--- config.mk ---
export PLATFORM = sky130hd
export DESIGN_NAME = rxfh_report
export DESIGN_NICKNAME = d
export VERILOG_FILES = /design/src/rxfh_pkg.sv /design/src/rxfh_report.sv /design/src/rxfh_addr_class.sv /design/src/rxfh_len_check.sv
export SDC_FILE = /design/constraint.sdc
export NUM_CORES = 1
export LEC_CHECK = 0
export BUFFER_PORTS_ARGS = -buffer_cell sky130_fd_sc_hd__buf_4
export CORE_UTILIZATION = 45
export CTS_BUF_LIST = sky130_fd_sc_hd__clkbuf_8
export DETAILED_ROUTE_END_ITERATION = 7
export HOLD_SLACK_MARGIN = 0.15
export PLACE_DENSITY_LB_ADDON = 0.05
export SETUP_SLACK_MARGIN = 0.15
export SYNTH_ARGS = -nofsm -noshare
export SYNTH_HDL_FRONTEND = slang
export SYNTH_SLANG_ARGS = --single-unit
--- constraint.sdc ---
create_clock -name mclk_i -period 3.6 [get_ports mclk_i]
set_input_delay 0.72 -clock mclk_i [delete_from_list [all_inputs] [get_ports mclk_i]]
set_output_delay 0.72 -clock mclk_i [all_outputs]
set_load 0.01 [all_outputs]
--- src/rxfh_pkg.sv ---
// Purpose: shared constants and carriers for the receive frame header report
// Assumes: one core clock; receive path and register port on that clock
// Notes:   offsets are byte addresses on the serial register port
package rxfh_pkg;

   // register map
   localparam logic [7:0]  RXFH_STATUS_OFS     = 8'h7C;
   localparam logic [7:0]  RXFH_COUNT_OFS      = 8'h7E;

   // status word field positions
   localparam int          ST_VALID_BIT        = 15;
   localparam int          ST_ICMP_BIT         = 13;
   localparam int          ST_IP_BIT           = 12;
   localparam int          ST_TCP_BIT          = 11;
   localparam int          ST_UDP_BIT          = 10;
   localparam int          ST_BCAST_BIT        = 7;
   localparam int          ST_MCAST_BIT        = 6;
   localparam int          ST_UCAST_BIT        = 5;
   localparam int          ST_SYMERR_BIT       = 4;
   localparam int          ST_ETYPE_BIT        = 3;
   localparam int          ST_LONG_BIT         = 2;
   localparam int          ST_RUNT_BIT         = 1;
   localparam int          ST_CRC_BIT          = 0;

   // byte count field
   localparam int          BC_WIDTH            = 12;
   localparam logic [11:0] BC_MAX              = 12'hFFF;

   // frame length limits, in bytes
   localparam logic [15:0] ETYPE_MIN_LEN       = 16'h05DC;
   localparam logic [11:0] MAX_FRAME_LEN       = 12'h7D0;
   localparam logic [11:0] COLL_WINDOW_LEN     = 12'h040;

   // byte positions inside the frame
   localparam logic [11:0] DEST_LAST_IDX       = 12'h005;
   localparam logic [11:0] LEN_HI_IDX          = 12'h00C;
   localparam logic [11:0] LEN_LO_IDX          = 12'h00D;

   // reset values
   localparam logic [15:0] RDATA_RST           = 16'h0000;
   localparam logic [47:0] DEST_RST            = 48'h000000000000;
   localparam logic [15:0] LEN_RST             = 16'h0000;

   typedef struct packed {
      logic icmp;
      logic ip;
      logic tcp;
      logic udp;
   } rxfh_csum_err_s;

   typedef struct packed {
      logic [15:0] status;
      logic [11:0] count;
   } rxfh_hdr_s;

   typedef enum logic [1:0] {
      RXFH_IDLE = 2'b00,
      RXFH_RECV = 2'b01,
      RXFH_DONE = 2'b10
   } rxfh_state_e;

endpackage

--- src/rxfh_report.sv ---
// Purpose: per-frame header status and byte count report for the receiver
// Assumes: receive path, queue read path and register port share mclk_i
// Notes:   headers wait in a small queue until the frame is released
//
// How it works
// each counted frame has one status word that the host may read.
// the valid bit is set only while a completed frame heads the queue.
// checksum errors show as icmp bit 13, ip 12, tcp 11 and udp 10.
// bit 7 marks a broadcast destination.
// bit 6 marks a group destination, broadcast included.
// bit 5 marks an individual destination.
// bit 4 marks a symbol error seen at any time during the frame.
// bit 3 marks a type field above 1500, clear for a length field.
// bit 2 marks frames over 2000 bytes, kept only with pass bad frame.
// an oversize frame is never cut; counting and storing go on. Here the count stops at BC_MAX (4095).
// bit 1 marks runts, kept only with pass bad frame.
// bit 0 marks a check sequence error, kept only with pass bad frame.
// the byte count sits in bits 11-0, the top four bits read zero.
// each counted frame has one byte count that the host may read.
// status and count always describe the same oldest pending frame.
`timescale 1ns/1ps
module rxfh_report
   import rxfh_pkg::*;
#(
   parameter int          HDR_DEPTH = 8,
   parameter logic [11:0] MAX_LEN   = MAX_FRAME_LEN,
   parameter logic [11:0] COLL_WIN  = COLL_WINDOW_LEN,
   parameter int          AW        = $clog2(HDR_DEPTH)
)(
   input  wire logic                 mclk_i,
   input  wire logic                 reset_n_i,
   // receive path
   input  wire logic                 rx_sof_i,
   input  wire logic                 rx_byte_valid_i,
   input  wire logic [7:0]           rx_byte_i,
   input  wire logic                 rx_eof_i,
   input  wire logic                 rx_sym_err_i,
   input  wire logic                 rx_collision_i,
   input  wire logic                 rx_crc_err_i,
   input  wire rxfh_csum_err_s       rx_csum_err_i,
   input  wire logic                 pass_bad_frame_i,
   // queue write path
   output wire logic                 frame_commit_o,
   output wire logic                 frame_discard_o,
   output wire logic                 hdr_overflow_o,
   // queue read path
   input  wire logic                 rx_frame_release_i,
   output wire logic [AW:0]          rx_frame_counter_o,
   output wire logic                 rx_busy_o,
   // register port
   input  wire logic                 reg_rd_i,
   input  wire logic [7:0]           reg_addr_i,
   output wire logic [15:0]          reg_rdata_o,
   output wire logic                 reg_rvalid_o
);

   rxfh_state_e       state_q;
   rxfh_state_e       state_d;
   logic [11:0]       count_q;
   logic [11:0]       count_d;
   logic [47:0]       dest_q;
   logic [47:0]       dest_d;
   logic [15:0]       len_q;
   logic [15:0]       len_d;
   logic              sym_err_q;
   logic              coll_q;
   logic              crc_err_q;
   rxfh_csum_err_s    csum_q;
   logic [AW-1:0]     wr_ptr_q;
   logic [AW-1:0]     rd_ptr_q;
   logic [AW:0]       fill_q;
   logic [15:0]       rdata_q;
   logic              rvalid_q;
   rxfh_hdr_s         mem_q [HDR_DEPTH];

   wire logic         in_recv;
   wire logic         in_done;
   wire logic         take_byte;
   wire logic         count_full;
   wire logic [11:0]  count_inc;
   wire logic         bcast;
   wire logic         mcast;
   wire logic         ucast;
   wire logic         ethertype;
   wire logic         oversize;
   wire logic         runt;
   wire logic         bad_frame;
   wire logic         keep;
   wire logic         q_full;
   wire logic         q_empty;
   wire logic         push;
   wire logic         pop;
   wire logic [15:0]  new_status;
   wire rxfh_hdr_s    new_hdr;
   wire rxfh_hdr_s    head_hdr;
   wire logic [15:0]  head_status;
   wire logic [15:0]  head_count;
   wire logic         sel_status;
   wire logic         sel_count;
   wire logic         sel_hi;
   wire logic [15:0]  sel_word;
   wire logic [15:0]  rd_word;

   assign in_recv    = state_q == RXFH_RECV;
   assign in_done    = state_q == RXFH_DONE;
   assign take_byte  = in_recv & rx_byte_valid_i;
   assign count_full = count_q == BC_MAX;
   // saturate rather than wrap
   assign count_inc  = count_full ? count_q : count_q + 12'h001;

   rxfh_addr_class u_addr_class (
      .dest_i  (dest_q),
      .bcast_o (bcast),
      .mcast_o (mcast),
      .ucast_o (ucast)
   );

   rxfh_len_check #(
      .MAX_LEN  (MAX_LEN),
      .COLL_WIN (COLL_WIN)
   ) u_len_check (
      .byte_count_i (count_q),
      .len_type_i   (len_q),
      .collision_i  (coll_q),
      .ethertype_o  (ethertype),
      .oversize_o   (oversize),
      .runt_o       (runt)
   );

   // frame capture sequence
   always_comb begin
      state_d = state_q;
      case (state_q)
         RXFH_IDLE: begin
            if (rx_sof_i) begin
               state_d = RXFH_RECV;
            end
         end
         RXFH_RECV: begin
            if (rx_eof_i) begin
               state_d = RXFH_DONE;
            end
         end
         RXFH_DONE: begin
            state_d = RXFH_IDLE;
         end
         default: begin
            state_d = RXFH_IDLE;
         end
      endcase
   end

   // count bytes until the count saturates at BC_MAX, nothing is cut
   assign count_d = (state_q == RXFH_IDLE) ? 12'h000 :
                    take_byte ? count_inc : count_q;

   // destination bytes shift in during the first six bytes
   assign dest_d = (take_byte && count_q <= DEST_LAST_IDX) ?
                   {dest_q[39:0], rx_byte_i} : dest_q;

   assign len_d = (take_byte && count_q == LEN_HI_IDX) ?
                     {rx_byte_i, len_q[7:0]} :
                  (take_byte && count_q == LEN_LO_IDX) ?
                     {len_q[15:8], rx_byte_i} : len_q;

   always_ff @(posedge mclk_i or negedge reset_n_i) begin
      if (!reset_n_i) begin
         state_q <= RXFH_IDLE;
         count_q <= 12'h000;
         dest_q  <= DEST_RST;
         len_q   <= LEN_RST;
      end else begin
         state_q <= state_d;
         count_q <= count_d;
         dest_q  <= (state_q == RXFH_IDLE) ? DEST_RST : dest_d;
         len_q   <= (state_q == RXFH_IDLE) ? LEN_RST : len_d;
      end
   end

   // symbol error is sticky over the frame
   always_ff @(posedge mclk_i or negedge reset_n_i) begin
      if (!reset_n_i) begin
         sym_err_q <= 1'b0;
         coll_q    <= 1'b0;
      end else if (rx_sof_i && state_q == RXFH_IDLE) begin
         sym_err_q <= 1'b0;
         coll_q    <= 1'b0;
      end else if (in_recv) begin
         sym_err_q <= sym_err_q | rx_sym_err_i;
         coll_q    <= coll_q | rx_collision_i;
      end
   end

   // checksum and check sequence results arrive with the end marker
   always_ff @(posedge mclk_i or negedge reset_n_i) begin
      if (!reset_n_i) begin
         crc_err_q <= 1'b0;
         csum_q    <= '0;
      end else if (in_recv && rx_eof_i) begin
         crc_err_q <= rx_crc_err_i;
         csum_q    <= rx_csum_err_i;
      end
   end

   // oversize dropped unless passing bad frames
   // runt dropped unless passing bad frames
   // crc error dropped unless passing bad frames
   assign bad_frame = oversize | runt | crc_err_q;
   assign keep      = ~bad_frame | pass_bad_frame_i;

   // checksum error bits
   // broadcast bit
   // multicast bit
   // unicast bit
   // frame type bit
   assign new_status = {1'b0,
                        1'b0,
                        csum_q.icmp,
                        csum_q.ip,
                        csum_q.tcp,
                        csum_q.udp,
                        2'b00,
                        bcast,
                        mcast,
                        ucast,
                        sym_err_q,
                        ethertype,
                        oversize,
                        runt,
                        crc_err_q};

   // status and count stored as one entry
   assign new_hdr.status = new_status;
   assign new_hdr.count  = count_q;

   assign q_full  = fill_q == (AW+1)'(HDR_DEPTH);
   assign q_empty = fill_q == (AW+1)'(0);
   // a full header queue loses the new frame, never an older one
   assign push    = in_done & keep & ~q_full;
   // one release per counted frame
   assign pop     = rx_frame_release_i & ~q_empty;

   assign frame_commit_o  = push;
   assign frame_discard_o = in_done & ~push;
   assign hdr_overflow_o  = in_done & keep & q_full;
   assign rx_busy_o       = in_recv | in_done;
   // counter matches stored headers
   assign rx_frame_counter_o = fill_q;

   always_ff @(posedge mclk_i) begin
      if (push) begin
         mem_q[wr_ptr_q] <= new_hdr;
      end
   end

   // simultaneous push and pop leave the fill level alone
   always_ff @(posedge mclk_i or negedge reset_n_i) begin
      if (!reset_n_i) begin
         wr_ptr_q <= '0;
         rd_ptr_q <= '0;
         fill_q   <= '0;
      end else begin
         if (push) begin
            wr_ptr_q <= (wr_ptr_q == AW'(HDR_DEPTH - 1)) ? '0 :
                        wr_ptr_q + AW'(1);
         end
         if (pop) begin
            rd_ptr_q <= (rd_ptr_q == AW'(HDR_DEPTH - 1)) ? '0 :
                        rd_ptr_q + AW'(1);
         end
         if (push && !pop) begin
            fill_q <= fill_q + (AW+1)'(1);
         end else if (pop && !push) begin
            fill_q <= fill_q - (AW+1)'(1);
         end
      end
   end

   // both registers read the same head entry
   assign head_hdr    = mem_q[rd_ptr_q];
   // valid only with a finished frame at the head
   assign head_status = q_empty ? 16'h0000 :
                        {1'b1, head_hdr.status[ST_VALID_BIT-1:0]};
   // upper four bits read zero
   assign head_count  = q_empty ? 16'h0000 : {4'h0, head_hdr.count};

   // byte reads of the odd address return the upper byte
   assign sel_status = reg_addr_i[7:1] == RXFH_STATUS_OFS[7:1];
   assign sel_count  = reg_addr_i[7:1] == RXFH_COUNT_OFS[7:1];
   assign sel_hi     = reg_addr_i[0];
   assign sel_word   = sel_status ? head_status :
                       sel_count  ? head_count  : 16'h0000;
   assign rd_word    = sel_hi ? {8'h00, sel_word[15:8]} : sel_word;

   // reads have no side effect; release comes from the queue read path
   always_ff @(posedge mclk_i or negedge reset_n_i) begin
      if (!reset_n_i) begin
         rdata_q  <= RDATA_RST;
         rvalid_q <= 1'b0;
      end else begin
         rvalid_q <= reg_rd_i;
         if (reg_rd_i) begin
            rdata_q <= rd_word;
         end
      end
   end

   assign reg_rdata_o  = rdata_q;
   assign reg_rvalid_o = rvalid_q;

endmodule

--- src/rxfh_addr_class.sv ---
// Purpose: classifies a destination address as broadcast, multicast, unicast
// Assumes: address bytes in wire order, first byte in bits 47:40
// Notes:   group bit is the lsb of the first byte on the wire
`timescale 1ns/1ps
module rxfh_addr_class
   import rxfh_pkg::*;
(
   input  wire logic [47:0] dest_i,
   output wire logic        bcast_o,
   output wire logic        mcast_o,
   output wire logic        ucast_o
);

   wire logic group_bit;

   assign group_bit = dest_i[40];
   // all ones address
   assign bcast_o   = &dest_i;
   // broadcast counts as group
   assign mcast_o   = group_bit;
   // individual address
   assign ucast_o   = ~group_bit;

endmodule

--- src/rxfh_len_check.sv ---
// Purpose: length based frame classification
// Assumes: byte count covers every byte handed over, check sequence included
// Notes:   type flag is meaningless for runts; caller still reports it
`timescale 1ns/1ps
module rxfh_len_check
   import rxfh_pkg::*;
#(
   parameter logic [11:0] MAX_LEN  = MAX_FRAME_LEN,
   parameter logic [11:0] COLL_WIN = COLL_WINDOW_LEN
)(
   input  wire logic [11:0] byte_count_i,
   input  wire logic [15:0] len_type_i,
   input  wire logic        collision_i,
   output wire logic        ethertype_o,
   output wire logic        oversize_o,
   output wire logic        runt_o
);

   // type field above length range
   assign ethertype_o = len_type_i > ETYPE_MIN_LEN;
   // longer than the maximum
   assign oversize_o  = byte_count_i > MAX_LEN;
   // collision or early end
   assign runt_o      = collision_i | (byte_count_i < COLL_WIN);

endmodule

==> impl_metrics.json, run 1 <==
{
  "r2r_cells": 14,
  "rows": 60,
  "yosysMostFrequentCell": "edfxtp_1",
  "critical_path_class": "reg -> out",
  "grt_start_max_net_pins": 49,
  "antenna_found_initial": 0,
  "synth_flop_cell": "edfxtp_1",
  "hp-class": "in -> async",
  "viasPerCell": 5.48,
  "post-route-period-util_pct": 91.2,
  "area_growth_syn_to_layout_pct": 15.1,
  "core_area_um2": 27000,
  "vdd_drop_max_uv": 369,
  "clockRootBuffer": "clkbuf_8",
  "drtAntennaViolNets": 0,
  "hold_viol_final": 0,
  "p_sw_share_pct": 30.2,
  "power_frac_clock_pct": 31.3,
  "yosys-top-cells-count": "edfxtp_1, dfrtp_1, nand2_1, a21oi_1, mux4_2",
  "synth_top_cell_by_area": "edfxtp_1",
  "syn_inst": 813,
  "cell_internal_pwr_mw": 6.68,
  "timing.fmax_mhz": 304,
  "postLayoutCoreUtil_pct": 52.9,
  "maxSlewViolCount": 0,
  "status": "completed",
  "syn_area_per_cell_um2": 15.3,
  "start_util_pct": 46.0,
  "power_mw": 9.57,
  "reg2reg_from": "count_q[0]$_DFFE_PN0P_",
  "yosysWarningCount": 0,
  "ys_ff_latch": 303,
  "required_ps": 2880,
  "synthDistinctLibCells": 57,
  "numClockSinks": 303,
  "wl_um": 26200,
  "powerDensity_nw_per_um2": 669,
  "p_switching_mw": 2.89,
  "synth_area_leaders": "edfxtp_1, dfrtp_1, mux4_2",
  "netlist_area_um2": 12400,
  "globalplace.congestion": 0.779,
  "comb_power_share_pct": 22.1,
  "reg2reg_to": "rx_frame_counter_o[3]$_DFFE_PN0P_",
  "dp_hpwl_um": 16300,
  "grt_pass1_vias": 7305,
  "pwr-share-seq_pct": 46.6,
  "critPathMaxFanout": 13,
  "synthArstFlopShare_pct": 36.6,
  "final_layout_size_suffix_gt1_share_pct": 23.9,
  "drtIter0Drc": 335,
  "synth_edf_count": 192,
  "grt_overflow_total": 0,
  "cts_hold_buffers": 0,
  "maxCapViolations": 0,
  "track_usage_pct": 19.3,
  "wl_per_cell_um": 20.4,
  "drc": 0,
  "startpoint_type": "flip-flop",
  "synth_top_area_share_pct": 46.4,
  "vias": 7031,
  "antennaDiodeCount": 0,
  "p_leak_nw": 5.38,
  "setup_viol": 0,
  "rsz0062_at_grt": "no",
  "min_period_ps": 3280,
  "cts_max_level": 2,
  "grt_pass1_wl_um": 41300,
  "yosysSeqAreaShare_pct": 68.8,
  "placement.io_buffers": 54,
  "clock_latency_ps": 570,
  "slew_headroom_pct": 13.7,
  "drt-pass1-iter-count": 4,
  "tns_ps": 0,
  "fin_nets": 948,
  "die_y_um": 168,
  "ioPinCount": 56,
  "skew_ps": 19.4,
  "cts_tree": "built",
  "r2r_setup_slack_ps": 580,
  "syn-num-nets": 859,
  "tightest_slew_ps": 1290,
  "cts_buffers": 50,
  "worst_setup_path_end_kind": "output pin",
  "die_w_um": 168,
  "arrival_ps": 2560,
  "clk_path_buf_depth": 3,
  "clk_pin_slew_ps": 60,
  "dieArea_um2": 28300
}
==> critical path: stages, from the launching register on <==
cell and delay, ps:
dfrtp_2 440, inv_1 130, ha_1 200, or3b_1 370, a21oi_2 180, o21ai_2 100
a21oi_2 190, buf_4 190, nor2_1 50, buf_4 140
==> cells by family (layout without fill, tap and decap cells) <==
family	Yosys count	in the layout	synth area share, %
flip-flops	303	303	68.8
AND/OR/NAND/NOR	225	225	8.62
AO/OA/AOI/OAI	105	105	5.17
multiplexers	98	98	12.9
buffers and inverters	55	184	2.23
adder cells (fa/ha/maj)	15	15	1.57
XOR/XNOR	11	11	0.775
other	1	1	0.0302
==> placed cells by master (no fill, tap or decap), drive strengths merged, types with 6 or more instances in the layout <==
cell type  instances
buf               79
dfrtp            111
mux4              48
clkinv            14
o2bb2ai            6
mux2i             37
a21oi             59
mux2              13
inv               28
clkbuf            60
nor2              41
xnor2              6
nand2            111
and3               6
ha                14
o21ai             11
nand3             11
nand4             14
nor3              11
edfxtp           192
==> metrics by stage <==
step           hold WS, ps  worst slack [ps]  std cells  instance area (um^2)
6_report               188               316       1283                 14300
5_1_grt                192               151       1283                 14300
4_1_cts                167               189       1280                 14300
3_5_place_dp           471               401       1188                 13200
3_3_place_gp           466               477       1188                 13200
2_1_floorplan          424               567        813                 12400
==> registers in the layout (all words and copies together), names as in the netlist <==
name,count
coll_q,1
count_q,12
crc_err_q,1
csum_q,4
dest_q,48
len_q,16
mem_q,192
rd_ptr_q,3
reg_rdata_o,15
reg_rvalid_o,1
rx_frame_counter_o,4
state_q,2
sym_err_q,1
wr_ptr_q,3
==> power by group through the flow <==
stage	Combinational, mW	Sequential (mW)	Clock (mW)
CTS	2.13	4.48	3.09
global placement	2.09	4.53	0
floorplan	1.65	4.26	0
finish	2.11	4.46	3.00
global route	2.31	4.51	3.24
detailed placement	2.13	4.55	0
==> per-layer routing <==
| layer | up-vias | share of wire (%) | GRT usage, % |
|---|---|---|---|
| li1 | 3256 | - | - |
| met1 | 3578 | 44 | 25.4 |
| met2 | 152 | 49 | 32.6 |
| met3 | 45 | 4.4 | 3.48 |
| met4 | 0 | 2.0 | 6.32 |
| met5 | - | 0 | 0 |
==> worst max path at each step <==
stage | startpoint | endpoint | slack (ps) | cells after the start
6_report | count_q[0]$_DFFE_PN0P_ | frame_discard_o | 320 | 9
5_1_grt | count_q[10]$_DFFE_PN0P_ | frame_discard_o | 150 | 7
4_1_cts | count_q[0]$_DFFE_PN0P_ | frame_discard_o | 190 | 9
3_5_place_dp | count_q[0]$_DFFE_PN0P_ | rx_frame_counter_o[3]$_DFFE_PN0P_ | 400 | 14
3_3_place_gp | count_q[0]$_DFFE_PN0P_ | rx_frame_counter_o[3]$_DFFE_PN0P_ | 480 | 14
2_1_floorplan | count_q[0]$_DFFE_PN0P_ | mem_q[4][0]$_DFFE_PP_ | 570 | 8
==> area by class of cell <==
class,instances,area [um^2]
sequential,303,8550
fill,2253,12700
inverter,13,48.8
timing repair buffer,79,618
clock buffer,60,826
multi-input combinational,455,3630
tap,341,427
clock inverter,32,200
==> what timing repair did <==
action | CTS | global route
buffers inserted | 0 | 3
endpoints found under the setup margin | 3 | 1
resized for setup | 3 | 0
(Power assumes the default switching activity.)
==> inputs of run 2 (changes only) <==
CORE_UTILIZATION = 60   (was 45)
CTS_BUF_LIST = unset   (was sky130_fd_sc_hd__clkbuf_8)
==> impl_metrics.json, run 2 (synthesis results as in run 1) <==
{
  "status": "completed",
  "startpoint_type": "flip-flop",
  "post-route-period-util_pct": 91.4,
  "antenna_found_initial": 0,
  "fin_nets": 921,
  "largest_reg_flops": 192,
  "grt_overflow_total": 0,
  "slowest_delay_ps": 480,
  "die_w_um": 146,
  "setup_viol": 0,
  "fill_cells": 1379,
  "antennaDiodeCount": 0,
  "drt-pass1-iter-count": 5,
  "hold_slack_ps": 147,
  "globalplace.congestion": 0.816,
  "multi_input_area_um2": 3630,
  "tns_ps": 0,
  "p_leak_nw": 5.21,
  "wl_um": 24400,
  "arrival_ps": 2570,
  "clock_latency_ps": 550,
  "grt_pass1_vias": 7167,
  "start_util_pct": 61.2,
  "cts_hold_buffers": 0,
  "final_common_cell": "edfxtp_1",
  "hp-class": "in -> async",
  "layout_common_cells": "edfxtp_1, nand2_1, dfrtp_1, buf_4, a21oi_1",
  "viasPerCell": 5.96,
  "tightest_slew_ps": 956,
  "slowest_stage": "dfrtp_2",
  "cts_buffers": 30,
  "clockRootBuffer": "clkbuf_16",
  "core_area_um2": 20300,
  "hold_viol_final": 0,
  "min_period_ps": 3290,
  "dieArea_um2": 21300,
  "drc": 0,
  "numClockSinks": 303,
  "wl_per_cell_um": 20.9,
  "grt_start_max_net_pins": 79,
  "vdd_drop_max_uv": 515,
  "critical_path_class": "reg -> out",
  "register_area_um2": 8550,
  "ioPinCount": 56,
  "drtAntennaViolNets": 0,
  "drtIter0Drc": 471,
  "powerDensity_nw_per_um2": 666,
  "placement.io_buffers": 54,
  "path_cells": "inv_1, ha_1, or3b_1, a21oi_2, o21ai_2, a21oi_2, buf_6, nor2_1, buf_4",
  "cts_max_level": 1,
  "cpMostUsedCell": "a21oi_2",
  "maxSlewViolCount": 0,
  "skew_ps": 17.3,
  "clk_path_buf_depth": 3,
  "area_growth_syn_to_layout_pct": 13.3,
  "track_usage_pct": 23.9,
  "reg_top3": "mem_q (192), dest_q (48), len_q (16)",
  "timing.fmax_mhz": 304,
  "maxCapViolations": 0,
  "vias": 6971,
  "final_layout_size_suffix_gt1_share_pct": 20.8,
  "critPathMaxFanout": 13,
  "required_ps": 2880,
  "grt_pass1_wl_um": 39200,
  "slew_headroom_pct": 35.6,
  "die_y_um": 146,
  "top_register": "mem_q",
  "cts_tree": "built",
  "rows": 52,
  "rsz0062_at_grt": "no",
  "clk_pin_slew_ps": 60,
  "dp_hpwl_um": 15100,
  "worst_setup_path_end_kind": "output pin"
}
-- run 2: changes by cell type in the layout (fill, tap and decap cells not counted), moves of 2 or more --
cell / delta
buf_4: -9
clkbuf_1: +11
clkbuf_16: +30
clkbuf_8: -57
clkinv_2: -4
dfrtp_2: +2
inv_1: -15
-- run 2: stage by stage --
stage	instances	worst slack [ps]	cell area (um^2)	total power, mW	utilization [%]
after floorplan	813	567	12400	5.92	-
after global placement	1112	532	13100	6.49	64.6
after detailed placement	1112	439	13100	6.57	64.6
after CTS	1168	184	14100	9.45	69.2
after global routing	1169	143	14100	9.81	69.3
final	1169	309	14100	9.37	69.3
-- run 2: metal layers --
layer	track usage, %	part of all wire [%]	vias to the layer above
met5	0	0	-
met4	5.89	1.6	0
met3	3.26	5.1	34
met2	39.7	50	202
met1	34.0	43	3530
li1	-	-	3205
-- run 2: critical path, delay by kind of cell, from the launching register on --
family / cells / cell delay [ps]
compound gates: 3 / 480
flops: 1 / 480
buf+inv: 3 / 450
simple gates: 2 / 430
fa+ha+maj: 1 / 190
-- run 2: cell type report --
cell class              instances  share of cell area [%]
clock buffers                  44                    5.92
clock inverters                12                   0.667
inverters                      13                   0.347
multi-input cells             455                    25.8
flip-flops and latches        303                    60.7
well taps                     270                    2.40
repair buffers                 72                    4.13
-- run 2: where the power goes --
group          switching, mW  internal [mW]
Sequential             0.333           4.02
Combinational           1.16          0.972
Clock                   1.22           1.67
-- run 2: final timing paths --
path / endpoint / cells past startpoint / slack, ps / from
worst max-delay path: frame_discard_o / 9 / 310 / count_q[0]$_DFFE_PN0P_
worst min-delay path: csum_q[2]$_DFFE_PN0P_ / 1 / 150 / reset_n_i
worst max register to register: rx_frame_counter_o[3]$_DFFE_PN0P_ / 15 / 420 / count_q[0]$_DFFE_PN0P_
worst min register to register: reg_rdata_o[8]$_DFFE_PN0P_ / 1 / 490 / reg_rdata_o[8]$_DFFE_PN0P_
max in group asynchronous: dest_q[45]$_DFFE_PN0P_ / 2 / 2650 / reset_n_i
min in group mclk_i: reg_rvalid_o$_DFF_PN0_ / 1 / 320 / reg_rd_i
-- run 2: timing repair --
item	CTS	global route
endpoints found under the setup margin	1	3
gates resized for setup	2	5
hold endpoints to repair	0	0
buffers inserted	0	1
pin swaps	0	1
